==> src/shared/ssp_regs.vh <==
/*
  register map, field positions, reset values and timing counts
  of the spi serial port block. assumes nothing; definitions only.
*/
`ifndef SSP_REGS_VH
`define SSP_REGS_VH

// byte offsets on the register bus
`define SSP_OFF_STATUS 8'h00
`define SSP_OFF_CONTROL 8'h04
`define SSP_OFF_BUFFER 8'h08
`define SSP_OFF_FLAGS 8'h0c
`define SSP_OFF_QUEUE 8'h10

// status fields
`define SSP_ST_SAMPLE 7
`define SSP_ST_EDGE 6
`define SSP_ST_STOP 4
`define SSP_ST_FULL 0

// control fields
`define SSP_CT_WRITE_COLLISION 7
`define SSP_CT_OVF 6
`define SSP_CT_EN 5
`define SSP_CT_CPOL 4
`define SSP_CT_MODE_HI 3
`define SSP_CT_MODE_LO 0

// flags fields
`define SSP_FL_IRQ 0
`define SSP_FL_BUSY 1
`define SSP_FL_LVL_LO 4

// reset values
`define SSP_RST_STATUS 8'h00
`define SSP_RST_CONTROL 8'h00
`define SSP_RST_PINS 3'b101

// port modes
`define SSP_MODE_DIV4 4'h0
`define SSP_MODE_DIV16 4'h1
`define SSP_MODE_DIV64 4'h2
`define SSP_MODE_DIV128 4'h3
`define SSP_MODE_SLV_SS 4'h4
`define SSP_MODE_SLV_NOSS 4'h5

// half bit period minus one, in clk cycles
`define SSP_HALF_DIV4 7'h01
`define SSP_HALF_DIV16 7'h07
`define SSP_HALF_DIV64 7'h1f
`define SSP_HALF_DIV128 7'h3f

// master edge numbering
`define SSP_EDGES 5'h10
`define SSP_EDGES_END 5'h11
`define SSP_FIRST_END_SAMPLE 5'h03

// bus responses
`define SSP_RESP_OKAY 2'b00
`define SSP_RESP_SLVERR 2'b10

// transmit queue
`define SSP_FIFO_WIDTH 8
`define SSP_FIFO_DEPTH 8
`define SSP_FIFO_AW 3

`endif

==> src/hw/ssp_top.v <==
/*
  spi mode of the synchronous serial port, axi4-lite register slave,
  eight word transmit queue. assumes pins asynchronous to clk and an
  outside pad that resolves the pin enables.
*/
// The address map and the AXI4-Lite register port were left to the implementer.
//
// Contract
// - shift eight bits in and out, all modes
// - optional slave select input in slave operation
// - shifter reached only through the buffer
// - control rw; status upper two rw, rest ro
// - receive double buffered via buffer register
// - full word copies to buffer, sets flag
// - buffer write loads buffer and shifter both
// - master sample point: end or middle
// - edge bit picks output change transition
// - stop bit cleared while port disabled
// - buffer full bit shows unread word
// - write while busy sets write collision
// - slave word onto full buffer: overflow
`timescale 1ns/10ps
`include "ssp_regs.vh"
module ssp_top (
  input wire clk,
  input wire resetn,
  input wire [7:0] s_axi_awaddr,
  input wire s_axi_awvalid,
  output wire s_axi_awready,
  input wire [31:0] s_axi_wdata,
  input wire [3:0] s_axi_wstrb,
  input wire s_axi_wvalid,
  output wire s_axi_wready,
  output wire [1:0] s_axi_bresp,
  output wire s_axi_bvalid,
  input wire s_axi_bready,
  input wire [7:0] s_axi_araddr,
  input wire s_axi_arvalid,
  output wire s_axi_arready,
  output wire [31:0] s_axi_rdata,
  output wire [1:0] s_axi_rresp,
  output wire s_axi_rvalid,
  input wire s_axi_rready,
  input wire sck_i,
  output wire sck_o,
  output wire sck_oe,
  input wire sdi_i,
  output wire sdo_o,
  output wire sdo_oe,
  input wire ss_n_i
);
  reg smp_reg;
  reg cke_reg;
  reg [7:0] ctrl_reg;
  reg [7:0] buf_reg;
  reg bf_reg;
  reg irq_reg;
  reg [7:0] tx_reg;
  reg [7:0] shift_reg;
  reg busy_reg;
  reg pend_reg;
  reg [4:0] edge_reg;
  reg [6:0] div_reg;
  reg sck_reg;
  reg sdo_reg;
  reg [2:0] optr_reg;
  reg [2:0] icnt_reg;
  reg sck_d_reg;
  reg aw_ok_reg;
  reg [7:0] awaddr_reg;
  reg w_ok_reg;
  reg [7:0] wdata_reg;
  reg wstrb_reg;
  reg bvalid_reg;
  reg [1:0] bresp_reg;
  reg rvalid_reg;
  reg [31:0] rdata_reg;
  reg [1:0] rresp_reg;
  reg [7:0] ctrl_next;
  reg [31:0] rdata_next;
  reg [6:0] half_m1;
  localparam [7:0] RST_STATUS = `SSP_RST_STATUS;
  localparam [2:0] RST_PINS = `SSP_RST_PINS;

  wire [2:0] pin_q;
  wire sck_q = pin_q[0];
  wire sdi_q = pin_q[1];
  wire ss_n_q = pin_q[2];
  wire [3:0] mode = ctrl_reg[`SSP_CT_MODE_HI:`SSP_CT_MODE_LO];
  wire en = ctrl_reg[`SSP_CT_EN];
  wire cpol = ctrl_reg[`SSP_CT_CPOL];
  wire master = (mode[3:2] == 2'b00);
  wire use_ss = (mode == `SSP_MODE_SLV_SS);
  wire slave = use_ss | (mode == `SSP_MODE_SLV_NOSS);

  function mapped;
    input [7:0] a;
    begin
      mapped = (a == `SSP_OFF_STATUS) | (a == `SSP_OFF_CONTROL) |
        (a == `SSP_OFF_BUFFER) | (a == `SSP_OFF_FLAGS) |
        (a == `SSP_OFF_QUEUE);
    end
  endfunction

  ssp_sync #(
    .WIDTH(3),
    .RESET_VAL(`SSP_RST_PINS)
  ) u_sync (
    .clk(clk),
    .resetn(resetn),
    .din({ss_n_i, sdi_i, sck_i}),
    .dout(pin_q)
  );

  // register bus write side
  wire q_sel = (awaddr_reg == `SSP_OFF_QUEUE);
  wire wr_ready = aw_ok_reg & w_ok_reg & ~bvalid_reg;
  wire fifo_in_valid = wr_ready & q_sel & wstrb_reg;
  wire fifo_in_ready;
  wire do_wr = wr_ready & ~(q_sel & wstrb_reg & ~fifo_in_ready);
  wire wr_en = do_wr & wstrb_reg;
  wire wr_buf = wr_en & (awaddr_reg == `SSP_OFF_BUFFER);
  wire wr_ctrl = wr_en & (awaddr_reg == `SSP_OFF_CONTROL);
  wire wr_stat = wr_en & (awaddr_reg == `SSP_OFF_STATUS);
  wire wr_flag = wr_en & (awaddr_reg == `SSP_OFF_FLAGS);
  wire do_rd = s_axi_arvalid & ~rvalid_reg;
  wire rd_buf = do_rd & (s_axi_araddr == `SSP_OFF_BUFFER);

  // transmit queue drains into the shifter between words
  wire [7:0] fifo_data;
  wire fifo_out_valid;
  wire [3:0] fifo_level;
  wire fifo_out_ready = en & (master | slave) & ~wr_buf & ~busy_reg &
    ~pend_reg;
  wire pop = fifo_out_valid & fifo_out_ready;

  ssp_fifo #(
    .WIDTH(`SSP_FIFO_WIDTH),
    .DEPTH(`SSP_FIFO_DEPTH),
    .AW(`SSP_FIFO_AW)
  ) u_fifo (
    .clk(clk),
    .resetn(resetn),
    .in_valid(fifo_in_valid),
    .in_ready(fifo_in_ready),
    .in_data(wdata_reg),
    .out_valid(fifo_out_valid),
    .out_ready(fifo_out_ready),
    .out_data(fifo_data),
    .level(fifo_level)
  );

  wire write_collision_set = wr_buf & busy_reg;
  wire load = (wr_buf & ~busy_reg) | pop;
  wire [7:0] load_data = wr_buf ? wdata_reg : fifo_data;

  // master clock divider and edge numbering
  always @*
  begin
    case (mode[1:0])
      2'b00: half_m1 = `SSP_HALF_DIV4;
      2'b01: half_m1 = `SSP_HALF_DIV16;
      2'b10: half_m1 = `SSP_HALF_DIV64;
      default: half_m1 = `SSP_HALF_DIV128;
    endcase
  end

  wire m_run = en & master & busy_reg;
  wire tick = m_run & (div_reg == half_m1);
  wire [4:0] edge_n = edge_reg + 5'h01;
  wire [4:0] last_m = (!cke_reg && smp_reg) ? `SSP_EDGES_END : `SSP_EDGES;
  wire m_done = tick & (edge_n == last_m);

  // slave clock edges from the synchronised pin
  wire s_act = en & slave & ~(use_ss & ss_n_q);
  wire s_rise = sck_q & ~sck_d_reg;
  wire s_fall = ~sck_q & sck_d_reg;
  wire s_ev = s_act & (s_rise | s_fall);
  wire s_lead = cpol ? s_fall : s_rise;

  wire ev = tick | s_ev;
  wire lead = master ? edge_n[0] : s_lead;
  wire m_late = master & (edge_n >= `SSP_EDGES);
  wire chg = ev & (cke_reg ? ~lead : lead) & ~m_late;
  wire end_pt = cke_reg ? ~lead :
    (lead & (edge_n >= `SSP_FIRST_END_SAMPLE));
  wire mid_pt = cke_reg ? lead : ~lead;
  wire smp_ev = ev & ((master & smp_reg) ? end_pt : mid_pt);
  wire word_done = smp_ev & (icnt_reg == 3'h7);
  wire ovf_set = word_done & slave & bf_reg;
  wire buf_take = word_done & ~ovf_set;

  always @*
  begin
    ctrl_next = ctrl_reg;
    if (wr_ctrl)
      ctrl_next = wdata_reg;
    if (write_collision_set)
      ctrl_next[`SSP_CT_WRITE_COLLISION] = 1'b1;
    if (ovf_set)
      ctrl_next[`SSP_CT_OVF] = 1'b1;
  end

  always @*
  begin
    rdata_next = 32'h00000000;
    case (s_axi_araddr)
      `SSP_OFF_STATUS:
      begin
        rdata_next[`SSP_ST_SAMPLE] = smp_reg;
        rdata_next[`SSP_ST_EDGE] = cke_reg;
        rdata_next[`SSP_ST_STOP] = 1'b0;
        rdata_next[`SSP_ST_FULL] = bf_reg;
      end
      `SSP_OFF_CONTROL: rdata_next[7:0] = ctrl_reg;
      `SSP_OFF_BUFFER: rdata_next[7:0] = buf_reg;
      `SSP_OFF_FLAGS:
      begin
        rdata_next[`SSP_FL_IRQ] = irq_reg;
        rdata_next[`SSP_FL_BUSY] = busy_reg;
        rdata_next[`SSP_FL_LVL_LO+3:`SSP_FL_LVL_LO] = fifo_level;
      end
      default: rdata_next = 32'h00000000;
    endcase
  end

  // register bus state
  always @(posedge clk or negedge resetn)
  begin
    if (!resetn)
    begin
      aw_ok_reg <= 1'b0;
      awaddr_reg <= 8'h00;
      w_ok_reg <= 1'b0;
      wdata_reg <= 8'h00;
      wstrb_reg <= 1'b0;
      bvalid_reg <= 1'b0;
      bresp_reg <= `SSP_RESP_OKAY;
      rvalid_reg <= 1'b0;
      rdata_reg <= 32'h00000000;
      rresp_reg <= `SSP_RESP_OKAY;
    end
    else
    begin
      if (s_axi_awvalid & ~aw_ok_reg)
      begin
        aw_ok_reg <= 1'b1;
        awaddr_reg <= s_axi_awaddr;
      end
      if (s_axi_wvalid & ~w_ok_reg)
      begin
        w_ok_reg <= 1'b1;
        wdata_reg <= s_axi_wdata[7:0];
        wstrb_reg <= s_axi_wstrb[0];
      end
      if (do_wr)
      begin
        aw_ok_reg <= 1'b0;
        w_ok_reg <= 1'b0;
        bvalid_reg <= 1'b1;
        bresp_reg <= mapped(awaddr_reg) ? `SSP_RESP_OKAY :
          `SSP_RESP_SLVERR;
      end
      else if (s_axi_bready)
        bvalid_reg <= 1'b0;
      if (do_rd)
      begin
        rvalid_reg <= 1'b1;
        rdata_reg <= rdata_next;
        rresp_reg <= mapped(s_axi_araddr) ? `SSP_RESP_OKAY :
          `SSP_RESP_SLVERR;
      end
      else if (s_axi_rready)
        rvalid_reg <= 1'b0;
    end
  end

  // port registers and shift engine
  always @(posedge clk or negedge resetn)
  begin
    if (!resetn)
    begin
      smp_reg <= RST_STATUS[`SSP_ST_SAMPLE];
      cke_reg <= RST_STATUS[`SSP_ST_EDGE];
      ctrl_reg <= `SSP_RST_CONTROL;
      buf_reg <= 8'h00;
      bf_reg <= 1'b0;
      irq_reg <= 1'b0;
      tx_reg <= 8'h00;
      shift_reg <= 8'h00;
      busy_reg <= 1'b0;
      pend_reg <= 1'b0;
      edge_reg <= 5'h00;
      div_reg <= 7'h00;
      sck_reg <= 1'b0;
      sdo_reg <= 1'b0;
      optr_reg <= 3'h7;
      icnt_reg <= 3'h0;
      sck_d_reg <= RST_PINS[0];
    end
    else
    begin
      ctrl_reg <= ctrl_next;
      sck_d_reg <= sck_q;
      if (wr_stat)
      begin
        smp_reg <= wdata_reg[`SSP_ST_SAMPLE];
        cke_reg <= wdata_reg[`SSP_ST_EDGE];
      end
      if (buf_take)
        buf_reg <= {shift_reg[6:0], sdi_q};
      else if (load)
        buf_reg <= load_data;
      if (buf_take)
        bf_reg <= 1'b1;
      else if (rd_buf)
        bf_reg <= 1'b0;
      if (word_done)
        irq_reg <= 1'b1;
      else if (wr_flag & wdata_reg[`SSP_FL_IRQ])
        irq_reg <= 1'b0;
      if (smp_ev)
      begin
        shift_reg <= {shift_reg[6:0], sdi_q};
        icnt_reg <= icnt_reg + 3'h1;
      end
      if (chg)
      begin
        sdo_reg <= tx_reg[optr_reg];
        optr_reg <= optr_reg - 3'h1;
      end
      if (m_run)
        div_reg <= tick ? 7'h00 : div_reg + 7'h01;
      if (tick)
      begin
        edge_reg <= edge_n;
        if (edge_n <= `SSP_EDGES)
          sck_reg <= ~sck_reg;
      end
      if (s_ev & ~word_done)
        busy_reg <= 1'b1;
      if (word_done & slave)
      begin
        busy_reg <= 1'b0;
        pend_reg <= 1'b0;
      end
      if (m_done)
      begin
        busy_reg <= 1'b0;
        pend_reg <= 1'b0;
      end
      if (load)
      begin
        tx_reg <= load_data;
        shift_reg <= load_data;
        sdo_reg <= load_data[7];
        optr_reg <= cke_reg ? 3'h6 : 3'h7;
        pend_reg <= slave;
        busy_reg <= master;
        edge_reg <= 5'h00;
        div_reg <= 7'h00;
        icnt_reg <= 3'h0;
      end
      if (~busy_reg | ~master)
        sck_reg <= cpol;
      if (~en | (slave & use_ss & ss_n_q))
      begin
        busy_reg <= 1'b0;
        icnt_reg <= 3'h0;
        optr_reg <= cke_reg ? 3'h6 : 3'h7;
        sdo_reg <= tx_reg[7];
      end
    end
  end

  assign s_axi_awready = ~aw_ok_reg;
  assign s_axi_wready = ~w_ok_reg;
  assign s_axi_bvalid = bvalid_reg;
  assign s_axi_bresp = bresp_reg;
  assign s_axi_arready = ~rvalid_reg;
  assign s_axi_rvalid = rvalid_reg;
  assign s_axi_rdata = rdata_reg;
  assign s_axi_rresp = rresp_reg;
  assign sck_o = sck_reg;
  assign sck_oe = en & master;
  assign sdo_o = sdo_reg;
  assign sdo_oe = en & (master | (slave & ~(use_ss & ss_n_q)));
endmodule

==> src/hw/ssp_sync.v <==
/*
  three flop pin synchroniser; output follows once stages two and
  three agree. assumes inputs asynchronous to clk.
*/
`timescale 1ns/10ps
module ssp_sync #(
  parameter WIDTH = 3,
  parameter [WIDTH-1:0] RESET_VAL = 0
)(
  input wire clk,
  input wire resetn,
  input wire [WIDTH-1:0] din,
  output wire [WIDTH-1:0] dout
);
  genvar i;
  generate
    for (i = 0; i < WIDTH; i = i + 1)
    begin : g_bit
      reg s1_reg;
      reg s2_reg;
      reg s3_reg;
      reg q_reg;
      always @(posedge clk or negedge resetn)
      begin
        if (!resetn)
        begin
          s1_reg <= RESET_VAL[i];
          s2_reg <= RESET_VAL[i];
          s3_reg <= RESET_VAL[i];
          q_reg <= RESET_VAL[i];
        end
        else
        begin
          s1_reg <= din[i];
          s2_reg <= s1_reg;
          s3_reg <= s2_reg;
          if (s2_reg == s3_reg)
            q_reg <= s3_reg;
        end
      end
      assign dout[i] = q_reg;
    end
  endgenerate
endmodule

==> src/hw/ssp_fifo.v <==
/*
  synchronous fifo with valid/ready on both sides.
  assumes one clock; out_data is valid while out_valid is high.
*/
`timescale 1ns/10ps
module ssp_fifo #(
  parameter WIDTH = 8,
  parameter DEPTH = 8,
  parameter AW = 3
)(
  input wire clk,
  input wire resetn,
  input wire in_valid,
  output wire in_ready,
  input wire [WIDTH-1:0] in_data,
  output wire out_valid,
  input wire out_ready,
  output wire [WIDTH-1:0] out_data,
  output wire [AW:0] level
);
  reg [WIDTH-1:0] mem [0:DEPTH-1];
  reg [AW-1:0] wptr_reg;
  reg [AW-1:0] rptr_reg;
  reg [AW:0] cnt_reg;
  wire push;
  wire pop;

  assign in_ready = (cnt_reg != DEPTH[AW:0]);
  assign out_valid = (cnt_reg != {(AW+1){1'b0}});
  assign out_data = mem[rptr_reg];
  assign level = cnt_reg;
  assign push = in_valid & in_ready;
  assign pop = out_valid & out_ready;

  always @(posedge clk)
  begin
    if (push)
      mem[wptr_reg] <= in_data;
  end

  always @(posedge clk or negedge resetn)
  begin
    if (!resetn)
    begin
      wptr_reg <= {AW{1'b0}};
      rptr_reg <= {AW{1'b0}};
      cnt_reg <= {(AW+1){1'b0}};
    end
    else
    begin
      if (push)
        wptr_reg <= wptr_reg + {{(AW-1){1'b0}}, 1'b1};
      if (pop)
        rptr_reg <= rptr_reg + {{(AW-1){1'b0}}, 1'b1};
      if (push & ~pop)
        cnt_reg <= cnt_reg + {{AW{1'b0}}, 1'b1};
      else if (pop & ~push)
        cnt_reg <= cnt_reg - {{AW{1'b0}}, 1'b1};
    end
  end
endmodule

==> config.mk <==
export PLATFORM = sky130hd
export DESIGN_NAME = ssp_top
export DESIGN_NICKNAME = d
export VERILOG_FILES = /design/src/hw/ssp_top.v /design/src/hw/ssp_sync.v /design/src/hw/ssp_fifo.v
export VERILOG_INCLUDE_DIRS = /design/src /design/src/shared
export SDC_FILE = /design/constraint.sdc
export NUM_CORES = 1
export LEC_CHECK = 0
export ABC_AREA = 1
export BUFFER_PORTS_ARGS = -buffer_cell sky130_fd_sc_hd__buf_2
export CORE_AREA = 4 4 149 151
export DETAILED_ROUTE_END_ITERATION = 12
export DIE_AREA = 0 0 153 155
export MAX_ROUTING_LAYER = met4
export SYNTH_ARGS = -nofsm -noshare
export SYNTH_HDL_FRONTEND = slang
export SYNTH_SLANG_ARGS = --single-unit
==> constraint.sdc <==
create_clock -name clk -period 3.8 [get_ports clk]
set_clock_uncertainty 0.1 [all_clocks]
set_input_delay 0.57 -clock clk [delete_from_list [all_inputs] [get_ports clk]]
set_output_delay 0.57 -clock clk [all_outputs]
set_load 0.02 [all_outputs]
==> metrics.yaml, run 1 <==
core_area_um2: 20800
numPortBuffers: 53
antenna_left: 0
p_total_uw: 5210
path_cells: "inv_2, nand2_1, nor3_1, nand3_1, nand4_2, nand3_1, ha_1, inv_1, ha_1, nand2_1, nor2_1, a211oi_1, nor2_1, nor2_1, nand2_1, xor2_1"
syn_inst: 882
initial_utilization: 0.397
p_sw_frac: 0.297
ys_async_sr_fraction: 0.634
clockBufferDepth: 2
rsz0062_at_grt: "false"
synth_seq_cells: 175
path_max_fanout: 4
vias: 6003
cts_tree: "built"
layout.nets: 1019
max_freq_mhz: 316
grt_use_met2: 0.249
status: "finished, final reports clean"
clock_latency_ns: 0.43
grt_start_max_net_pins: 112
dr.pass1.iters: 4
die_x_um: 153
yosysTopAreaCellShare: 0.300
power_leakage_uw: 0.00429
drv_cap: 0
design.portCount: 107
final-hold-violation-count: 0
path_clk_slew_ns: 0.06
final-setup-viol-count: 0
grt_use_met1: 0.222
grt_pass1_vias: 5859
grt_usage: 0.165
fp.dieArea_um2: 23700
setup.worst_path.end: "u_fifo.level[3]$_DFFE_PN0P_"
synth_adder_area_share: 0.0257
synthSimpleGateAreaFrac: 0.198
antenna_found_initial: 0
synth_top_family_by_area: "simple AND/OR/NAND/NOR gates"
crit_cells: 16
power.internal_uw: 3670
critical_path.max_stage_delay_ns: 0.46
fin_setup_tns_ns: 0
synth_edf_count: 64
whs_ns: 0.0651
dpl_worst_slack_ns: 0.681
post_cts_resized: 0
synth_ff_type: "dfrtp_1"
ys_warn_count: 0
wl_per_cell_um: 14.8
crit_family: "simple AND/OR/NAND/NOR gates"
yosys.cell_types.count: 50
numCtsBuffers: 17
synthMuxAreaShare: 0.00938
synth.top_cells.by_area: "dfrtp_1 30%, edfxtp_1 23%, nand2_1 9.0%"
busiest_layer: "met2"
vias_per_cell: 4.88
reg2reg_slack_ns: 0.64
synth_top_cell_by_area: "dfrtp_1"
regToRegEndpoint: "u_fifo.level[3]$_DFFE_PN0P_"
fillers: 2021
diodes: 0
fin_crit_ns: 3.16
ys_seq_area_frac: 0.570
drive_gt1_frac: 0.150
cts_max_level: 4
setup_slack_ns: 0.635
powerDensity_nw_per_um2: 555
num_rows: 53
area_growth_pct: 13.5
crit_buf_inv: 2
place_hpwl_mm: 12.7
postCtsSetupBuffers: 0
cp.arrival_ns: 3.38
maxSlewHeadroom: 0.538
power.share.clock: 0.350
drc: 0
cts_root_buf: "clkbuf_16"
cts_hold_buffers: 0
hold_class: "in2async"
netlist_area_um2: 8270
slowest_stage: "nor3_1"
worstRegToRegCells: 16
use_met3: 0.0314
gp_congestion: 0.859
die_y_um: 155
synth_xor_xnor_area_share: 0.0148
cts.sinks: 175
drt_iter0_markers: 460
cp-end-kind: "register"
largest_reg_flops: 64
overflow: 0
routed_wl_mm: 18.2
worstPathRequired_ns: 4.02
fin_crit_sh: 0.833
grt_pass1_wl_mm: 30.2
vdd.ir_drop.worst_v: 0.000342
worst_slew_pin_slew_ns: 0.687
slew_viol_final: 0
p_comb_frac: 0.172
switching_power_uw: 1550
regMostFlops: "u_fifo.mem"
worstSetupStartpoint: "u_fifo.level[0]$_DFFE_PN0P_"
path_class: "reg2reg"
r2r_start: "u_fifo.level[0]$_DFFE_PN0P_"
avgSynthCellArea_um2: 9.37
seq_power_share: 0.478
start_kind: "register"
synth-compound-area-share: 0.106
-- power by group through the flow --
stage                     logic, µW  registers, µW  clock network (µW)
after floorplan                 635           2480                   0
after CTS                       904           2490                1850
final                           895           2490                1820
after global placement          885           2520                   0
after global routing           1030           2530                1950
after detailed placement        900           2530                   0
-- synthesized netlist by cell type (10+ instances only) --
| cell type | instances |
|---|---|
| a21oi_1 | 33 |
| o21ai_0 | 94 |
| inv_1 | 71 |
| nand2_1 | 199 |
| clkbuf_1 | 13 |
| nor3_1 | 14 |
| nand3_1 | 40 |
| dfrtp_1 | 99 |
| buf_4 | 28 |
| nor2_1 | 90 |
| nand4_1 | 10 |
| ha_1 | 13 |
| dfstp_2 | 12 |
| edfxtp_1 | 64 |
| o21ai_1 | 17 |
| xor2_1 | 11 |
-- worst reg2reg max path, stage by stage, from the launching register on --
cell and delay [ns]:
dfrtp_1 0.45, inv_2 0.08, nand2_1 0.06, nor3_1 0.46
nand3_1 0.23, nand4_2 0.14, nand3_1 0.17, ha_1 0.28
inv_1 0.12, ha_1 0.28, nand2_1 0.08, nor2_1 0.04
a211oi_1 0.23, nor2_1 0.07, nor2_1 0.08, nand2_1 0.06
xor2_1 0.13
-- layout make-up --
class / count / area [µm²] / area share
Multi-Input combinational cell: 603 / 3020 / 0.322
Sequential cell: 175 / 4710 / 0.502
Inverter: 79 / 299 / 0.0319
Tap cell: 275 / 344 / 0.0367
Clock buffer: 19 / 433 / 0.0461
Timing Repair Buffer: 67 / 385 / 0.0411
Clock inverter: 13 / 188 / 0.0200
-- metal layers --
| layer | wire, µm | vias to the layer above |
|---|---|---|
| met3 | 776 | 30 |
| met1 | 8940 | 2828 |
| li1 | - | 3005 |
| met5 | 0 | - |
| met4 | 466 | 0 |
| met2 | 8050 | 140 |
-- per-stage QoR --
stage / cell area, µm² / cells / util
after floorplan: 8360 / 907 / -
after global placement: 8760 / 1199 / 0.421
after detailed placement: 8760 / 1199 / 0.421
after CTS: 9380 / 1231 / 0.451
after global routing: 9380 / 1231 / 0.451
final: 9380 / 1231 / 0.451
-- kinds of logic (layout without fill, tap and decap cells) --
logic type,after synthesis,after routing
adders and majority gates,17,17
muxes,7,7
DFF,175,175
other,1,26
buffers and inverters,129,178
and+or+nand+nor,377,377
AOI/OAI and AO/OA,162,162
xor gates and xnor gates,14,14
-- how the worst min path moves through the flow --
stage                                        to  slack (ns)  depth (start not counted)
3_5_place_dp   u_sync.g_bit[1].s2_reg$_DFF_PN0_        0.23                          0
6_report                icnt_reg[0]$_DFFE_PN0P_        0.07                          2
4_1_cts        u_sync.g_bit[2].s1_reg$_DFF_PN1_        0.12                          1
2_1_floorplan             aw_ok_reg$_DFFE_PN0P_        0.17                          0
3_3_place_gp   u_sync.g_bit[1].s2_reg$_DFF_PN0_        0.24                          0
5_1_grt        u_sync.g_bit[2].s1_reg$_DFF_PN1_        0.12                          1
-- placed cells by master, fill, tap and decap left out, drive strengths merged, types with 2 or more instances in the layout --
cell type and count:
a211oi 2, clkinv 4, clkinvlp 5, dfrtp 99, nor3 18, nor4 2
mux2 6, clkbuf 19, buf 67, nor2 96, o21ai 112, o31ai 3
o211ai 2, inv 79, dfstp 12, maj3 3, bufinv 4, ha 13
edfxtp 64, nand2 205, a21oi 34, o22ai 5, conb 26, xnor2 3
xor2 11, nand4 11, nand3 42
Note: power is estimated with default switching activity, not from simulation.
==> run 2, diff against run 1 <==
==> constraint.sdc (replaced) <==
create_clock -name clk -period 2.6 [get_ports clk]
set_clock_uncertainty 0.1 [all_clocks]
set_input_delay 0.39 -clock clk [delete_from_list [all_inputs] [get_ports clk]]
set_output_delay 0.39 -clock clk [all_outputs]
set_load 0.02 [all_outputs]
==> metrics.yaml, run 2 (synthesis gave the netlist of run 1 again) <==
power.internal_uw: 5350
drv_cap: 0
overflow: 0
antenna_left: 0
max_freq_mhz: 399
die_y_um: 155
clockBufferDepth: 2
numPortBuffers: 53
path_clk_slew_ns: 0.07
crit_family: "simple AND/OR/NAND/NOR gates"
status: "finished, final reports clean"
drc: 0
die_x_um: 153
switching_power_uw: 2330
power.share.clock: 0.330
crit_buf_inv: 1
final_cell_mix: "198 x nand2_1, 97 x dfrtp_1, 94 x o21ai_0"
core_area_um2: 20800
slowest_stage: "dfrtp_1"
worst_slew_pin_slew_ns: 0.698
wl_met2_mm: 8.31
cts_max_level: 4
p_total_uw: 7680
seq_power_share: 0.475
p_comb_frac: 0.195
numCtsBuffers: 17
slew_viol_final: 0
dr.pass1.iters: 5
critical_path.max_stage_delay_ns: 0.39
p_sw_frac: 0.303
start_kind: "register"
routed_wl_mm: 18.5
gp_congestion: 0.811
drt_iter0_markers: 409
num_rows: 53
final-setup-viol-count: 0
cts_tree: "built"
placedInstanceArea_um2: 9010
fin_crit_ns: 2.51
grt_pass1_wl_mm: 30.5
antenna_found_initial: 0
grt_usage: 0.164
clock_latency_ns: 0.43
rsz0062_at_grt: "true"
vias_per_cell: 4.87
place_hpwl_mm: 13.4
diodes: 0
hold_class: "in2reg"
whs_ns: 0.0445
cp-end-kind: "register"
dr_wl_met3_um: 801
area_growth_pct: 17.7
wl_met1_mm: 9.09
cts.sinks: 175
worstPathRequired_ns: 2.81
path_class: "reg2reg"
regMostFlops: "u_fifo.mem"
final_cell_area_um2: 9730
grt_start_max_net_pins: 44
largest_reg_flops: 64
fin_crit_sh: 0.965
initial_utilization: 0.397
vdd.ir_drop.worst_v: 0.000555
cts_root_buf: "clkbuf_16"
design.portCount: 107
drive_gt1_frac: 0.189
final-hold-violation-count: 0
maxSlewHeadroom: 0.534
vias: 6158
path_cells: "nor2_2, nand3_2, nor2_4, nand3_2, nand4_2, nand3_2, ha_2, inv_2, ha_4, nand2_1, nor2_1, a211oi_2, nor2_1, nor2_1, nand2_1, xor2_1"
top_layer_used: "met4"
fp.dieArea_um2: 23700
grt_pass1_vias: 5845
cp.arrival_ns: 2.72
layout.nets: 1052
wl_per_cell_um: 14.6
final_common_cell: "nand2_1"
power_leakage_uw: 0.00447
powerDensity_nw_per_um2: 790
path_max_fanout: 3
-- run 2: cell types whose count changed in the layout (fill, tap and decap cells not counted), moves of 3 or more --
cell,previous run,this run
nor3_4,0,3
buf_4,14,41
nor2_1,90,87
dlygate4sd3_1,0,4
ha_1,13,10
clkinv_2,0,3
nand3_1,40,36
clkinvlp_4,5,0
nand3_2,0,4
-- run 2: what timing repair did --
| item | in CTS | in global routing |
|---|---|---|
| resized for setup | 3 | 15 |
| hold buffers | 4 | 0 |
| setup buffers | 0 | 2 |
| pin swaps | 0 | 5 |
| endpoints found under the setup margin | 1 | 18 |
| hold endpoints to repair | 35 | 0 |
-- run 2: cell type report --
| class | instances | area [µm²] |
|---|---|---|
| fill | 1976 | 11100 |
| sequential | 175 | 4720 |
| inverter | 79 | 302 |
| multi-input combinational | 603 | 3120 |
| clock buffer | 23 | 479 |
| tap | 275 | 344 |
| timing repair buffer | 100 | 659 |
| clock inverter | 9 | 110 |
-- run 2: worst reg2reg max path: cells and delay by family, from the launching register on --
family,cells,cell delay (ns)
compound gates,1,0.17
simple gates,11,1.08
xor+xnor,1,0.14
fa+ha+maj,2,0.42
buf+inv,1,0.10
flops,1,0.39
-- run 2: routing by layer --
metal	GRT usage	vias up
met5	-	-
met4	0.0450	0
met3	0.0314	16
met2	0.246	139
li1	-	3074
met1	0.231	2929
-- run 2: power groups by stage --
stage	clock network [µW]	logic, µW	registers (µW)
final	2530	1500	3650
after global routing	2700	1710	3690
after CTS	2590	1480	3630
after detailed placement	0	1460	3680
after global placement	0	1430	3670
after floorplan	0	954	3630
-- run 2: path summary, 6_finish.rpt --
| path | start | endpoint | slack (ns) | cells past startpoint |
|---|---|---|---|---|
| max | awaddr_reg[1]$_DFFE_PN0P_ | u_fifo.level[3]$_DFFE_PN0P_ | 0.09 | 16 |
| max in group asynchronous | resetn | edge_reg[2]$_DFFE_PN0P_ | 1.29 | 4 |
| min | s_axi_bready | s_axi_bvalid$_DFFE_PN0P_ | 0.04 | 2 |
| min reg2reg | u_sync.g_bit[1].s1_reg$_DFF_PN0_ | u_sync.g_bit[1].s2_reg$_DFF_PN0_ | 0.25 | 0 |
| max reg2reg | awaddr_reg[1]$_DFFE_PN0P_ | u_fifo.level[3]$_DFFE_PN0P_ | 0.09 | 16 |
| min in group asynchronous | resetn | icnt_reg[0]$_DFFE_PN0P_ | 0.38 | 2 |
-- run 2: stage by stage --
stage / setup TNS, ns / setup WS [ns] / utilization / std cells
2_1_floorplan: -0.00431 / -0.00431 / - / 907
3_3_place_gp: 0 / 0.0286 / 0.433 / 1226
3_5_place_dp: -0.0531 / -0.0531 / 0.433 / 1226
4_1_cts: 0 / 0.0357 / 0.463 / 1262
5_1_grt: -0.0935 / -0.0935 / 0.467 / 1264
6_report: 0 / 0.0914 / 0.467 / 1264
==> run 3, diff against run 2 <==
--- a/config.mk
+++ b/config.mk
@@ -8,10 +8,11 @@
 export LEC_CHECK = 0
 export ABC_AREA = 1
 export BUFFER_PORTS_ARGS = -buffer_cell sky130_fd_sc_hd__buf_2
-export CORE_AREA = 4 4 149 151
+export CORE_AREA = 4 4 132 134
 export DETAILED_ROUTE_END_ITERATION = 12
-export DIE_AREA = 0 0 153 155
+export DIE_AREA = 0 0 136 138
 export MAX_ROUTING_LAYER = met4
+export PLACE_DENSITY = 0.74
 export SYNTH_ARGS = -nofsm -noshare
 export SYNTH_HDL_FRONTEND = slang
 export SYNTH_SLANG_ARGS = --single-unit
==> metrics.yaml, run 3 (synthesis gave the netlist of run 1 again) <==
cts_max_level: 4
powerDensity_nw_per_um2: 782
placedInstanceArea_um2: 8900
regMostFlops: "u_fifo.mem"
worst_slew_pin_slew_ns: 0.667
grt_usage: 0.208
grt_pass1_wl_mm: 29.9
drive_gt1_frac: 0.182
die_x_um: 136
drt_iter0_markers: 578
cts.sinks: 175
path_class: "reg2reg"
layout.nets: 1048
status: "finished, final reports clean"
place_hpwl_mm: 12.7
num_rows: 47
cp-end-kind: "register"
routed_wl_mm: 18.2
dpl_worst_slack_ns: -0.0175
vias: 6320
vias_per_cell: 5.24
final_cell_area_um2: 9570
hold_depth: 2
clockBufferDepth: 2
diodes: 0
cts_tree: "built"
power_leakage_uw: 0.00443
antenna_found_initial: 0
worstPathRequired_ns: 2.82
grt_start_max_net_pins: 42
numPortBuffers: 53
wl_per_cell_um: 15.1
hold_class: "in2reg"
worstSetupStartpoint: "ctrl_reg[2]$_DFFE_PN0P_"
clock_latency_ns: 0.43
drc: 0
final_common_cell: "nand2_1"
worstRegToRegCells: 17
fin_crit_sh: 0.976
design.portCount: 107
largest_reg_flops: 64
final-hold-violation-count: 0
whs_ns: 0.0430
path_clk_slew_ns: 0.07
final_cell_mix: "199 x nand2_1, 99 x dfrtp_1, 94 x o21ai_0"
vdd.ir_drop.worst_v: 0.000739
rsz0062_at_grt: "true"
area_growth_pct: 15.8
die_y_um: 138
core_area_um2: 16300
setup_slack_ns: 0.0636
maxSlewHeadroom: 0.554
drv_cap: 0
holdCritStartpoint: "s_axi_bready"
grt_pass1_vias: 6061
numCtsBuffers: 17
max_freq_mhz: 394
start_kind: "register"
cp.arrival_ns: 2.76
fin_crit_ns: 2.54
path_max_fanout: 3
r2r_start: "ctrl_reg[2]$_DFFE_PN0P_"
initial_utilization: 0.507
fp.dieArea_um2: 18800
fin_setup_tns_ns: 0
cts_root_buf: "clkbuf_16"
gp_congestion: 0.888
final-setup-viol-count: 0
antenna_left: 0
finalCoreUtilization: 0.588
slew_viol_final: 0
dr.pass1.iters: 5
overflow: 0
run 3: final timing paths:
kind | endpoint | slack, ns
max in group asynchronous | tx_reg[2]$_DFFE_PN0N_ | 1.37
worst min-delay path | s_axi_bvalid$_DFFE_PN0P_ | 0.04
worst max-delay path | u_fifo.level[3]$_DFFE_PN0P_ | 0.06
worst max register to register | u_fifo.level[3]$_DFFE_PN0P_ | 0.06
worst min register to register | u_sync.g_bit[1].s2_reg$_DFF_PN0_ | 0.25
min in group asynchronous | icnt_reg[0]$_DFFE_PN0P_ | 0.36
run 3: what timing repair did:
item | in CTS | in global routing
setup buffers | 0 | 2
gates resized for setup | 1 | 12
gates cloned | 0 | 0
hold buffers | 4 | 0
endpoints found under the hold margin | 30 | 0
endpoints found under the setup margin | 1 | 16
pin swaps | 0 | 3
run 3: area by class of cell:
type                            instances  area (µm²)
Timing Repair Buffer                   96         613
Sequential cell                       175        4710
Inverter                               79         299
Fill cell                            1398        6720
Tap cell                              220         275
Clock buffer                           20         468
Clock inverter                         12        82.6
Multi-Input combinational cell        603        3120
run 3: power by group:
part / internal, µW / switching, µW
clock network: 1300 / 1050
registers: 3330 / 315
logic: 522 / 970
run 3: through the flow:
| stage | std cells | total power, µW |
|---|---|---|
| after detailed placement | 1167 | 5110 |
| after global routing | 1205 | 7900 |
| after floorplan | 907 | 4590 |
| after CTS | 1203 | 7470 |
| after global placement | 1167 | 5050 |
| final | 1205 | 7490 |
run 3: critical path, stage by stage (launching register included):
cell and delay, ns:
dfrtp_1 0.42, inv_2 0.09, nor2_2 0.11, nand2_2 0.08, nor2_4 0.09, nor2_1 0.06
nor3_2 0.19, nand3_2 0.15, ha_4 0.20, inv_2 0.09, ha_1 0.23, nand2_1 0.06
nor2_1 0.04, a211oi_2 0.17, nor2_1 0.06, nor2_1 0.08, nand2_1 0.06, xor2_1 0.14
run 3: metal layers:
metal | vias to the layer above | global-route usage | wire [µm]
met5 | - | - | 0
met4 | 0 | 0.0700 | 331
met3 | 22 | 0.0418 | 1150
met2 | 197 | 0.311 | 8490
met1 | 3038 | 0.287 | 8270
li1 | 3063 | - | -
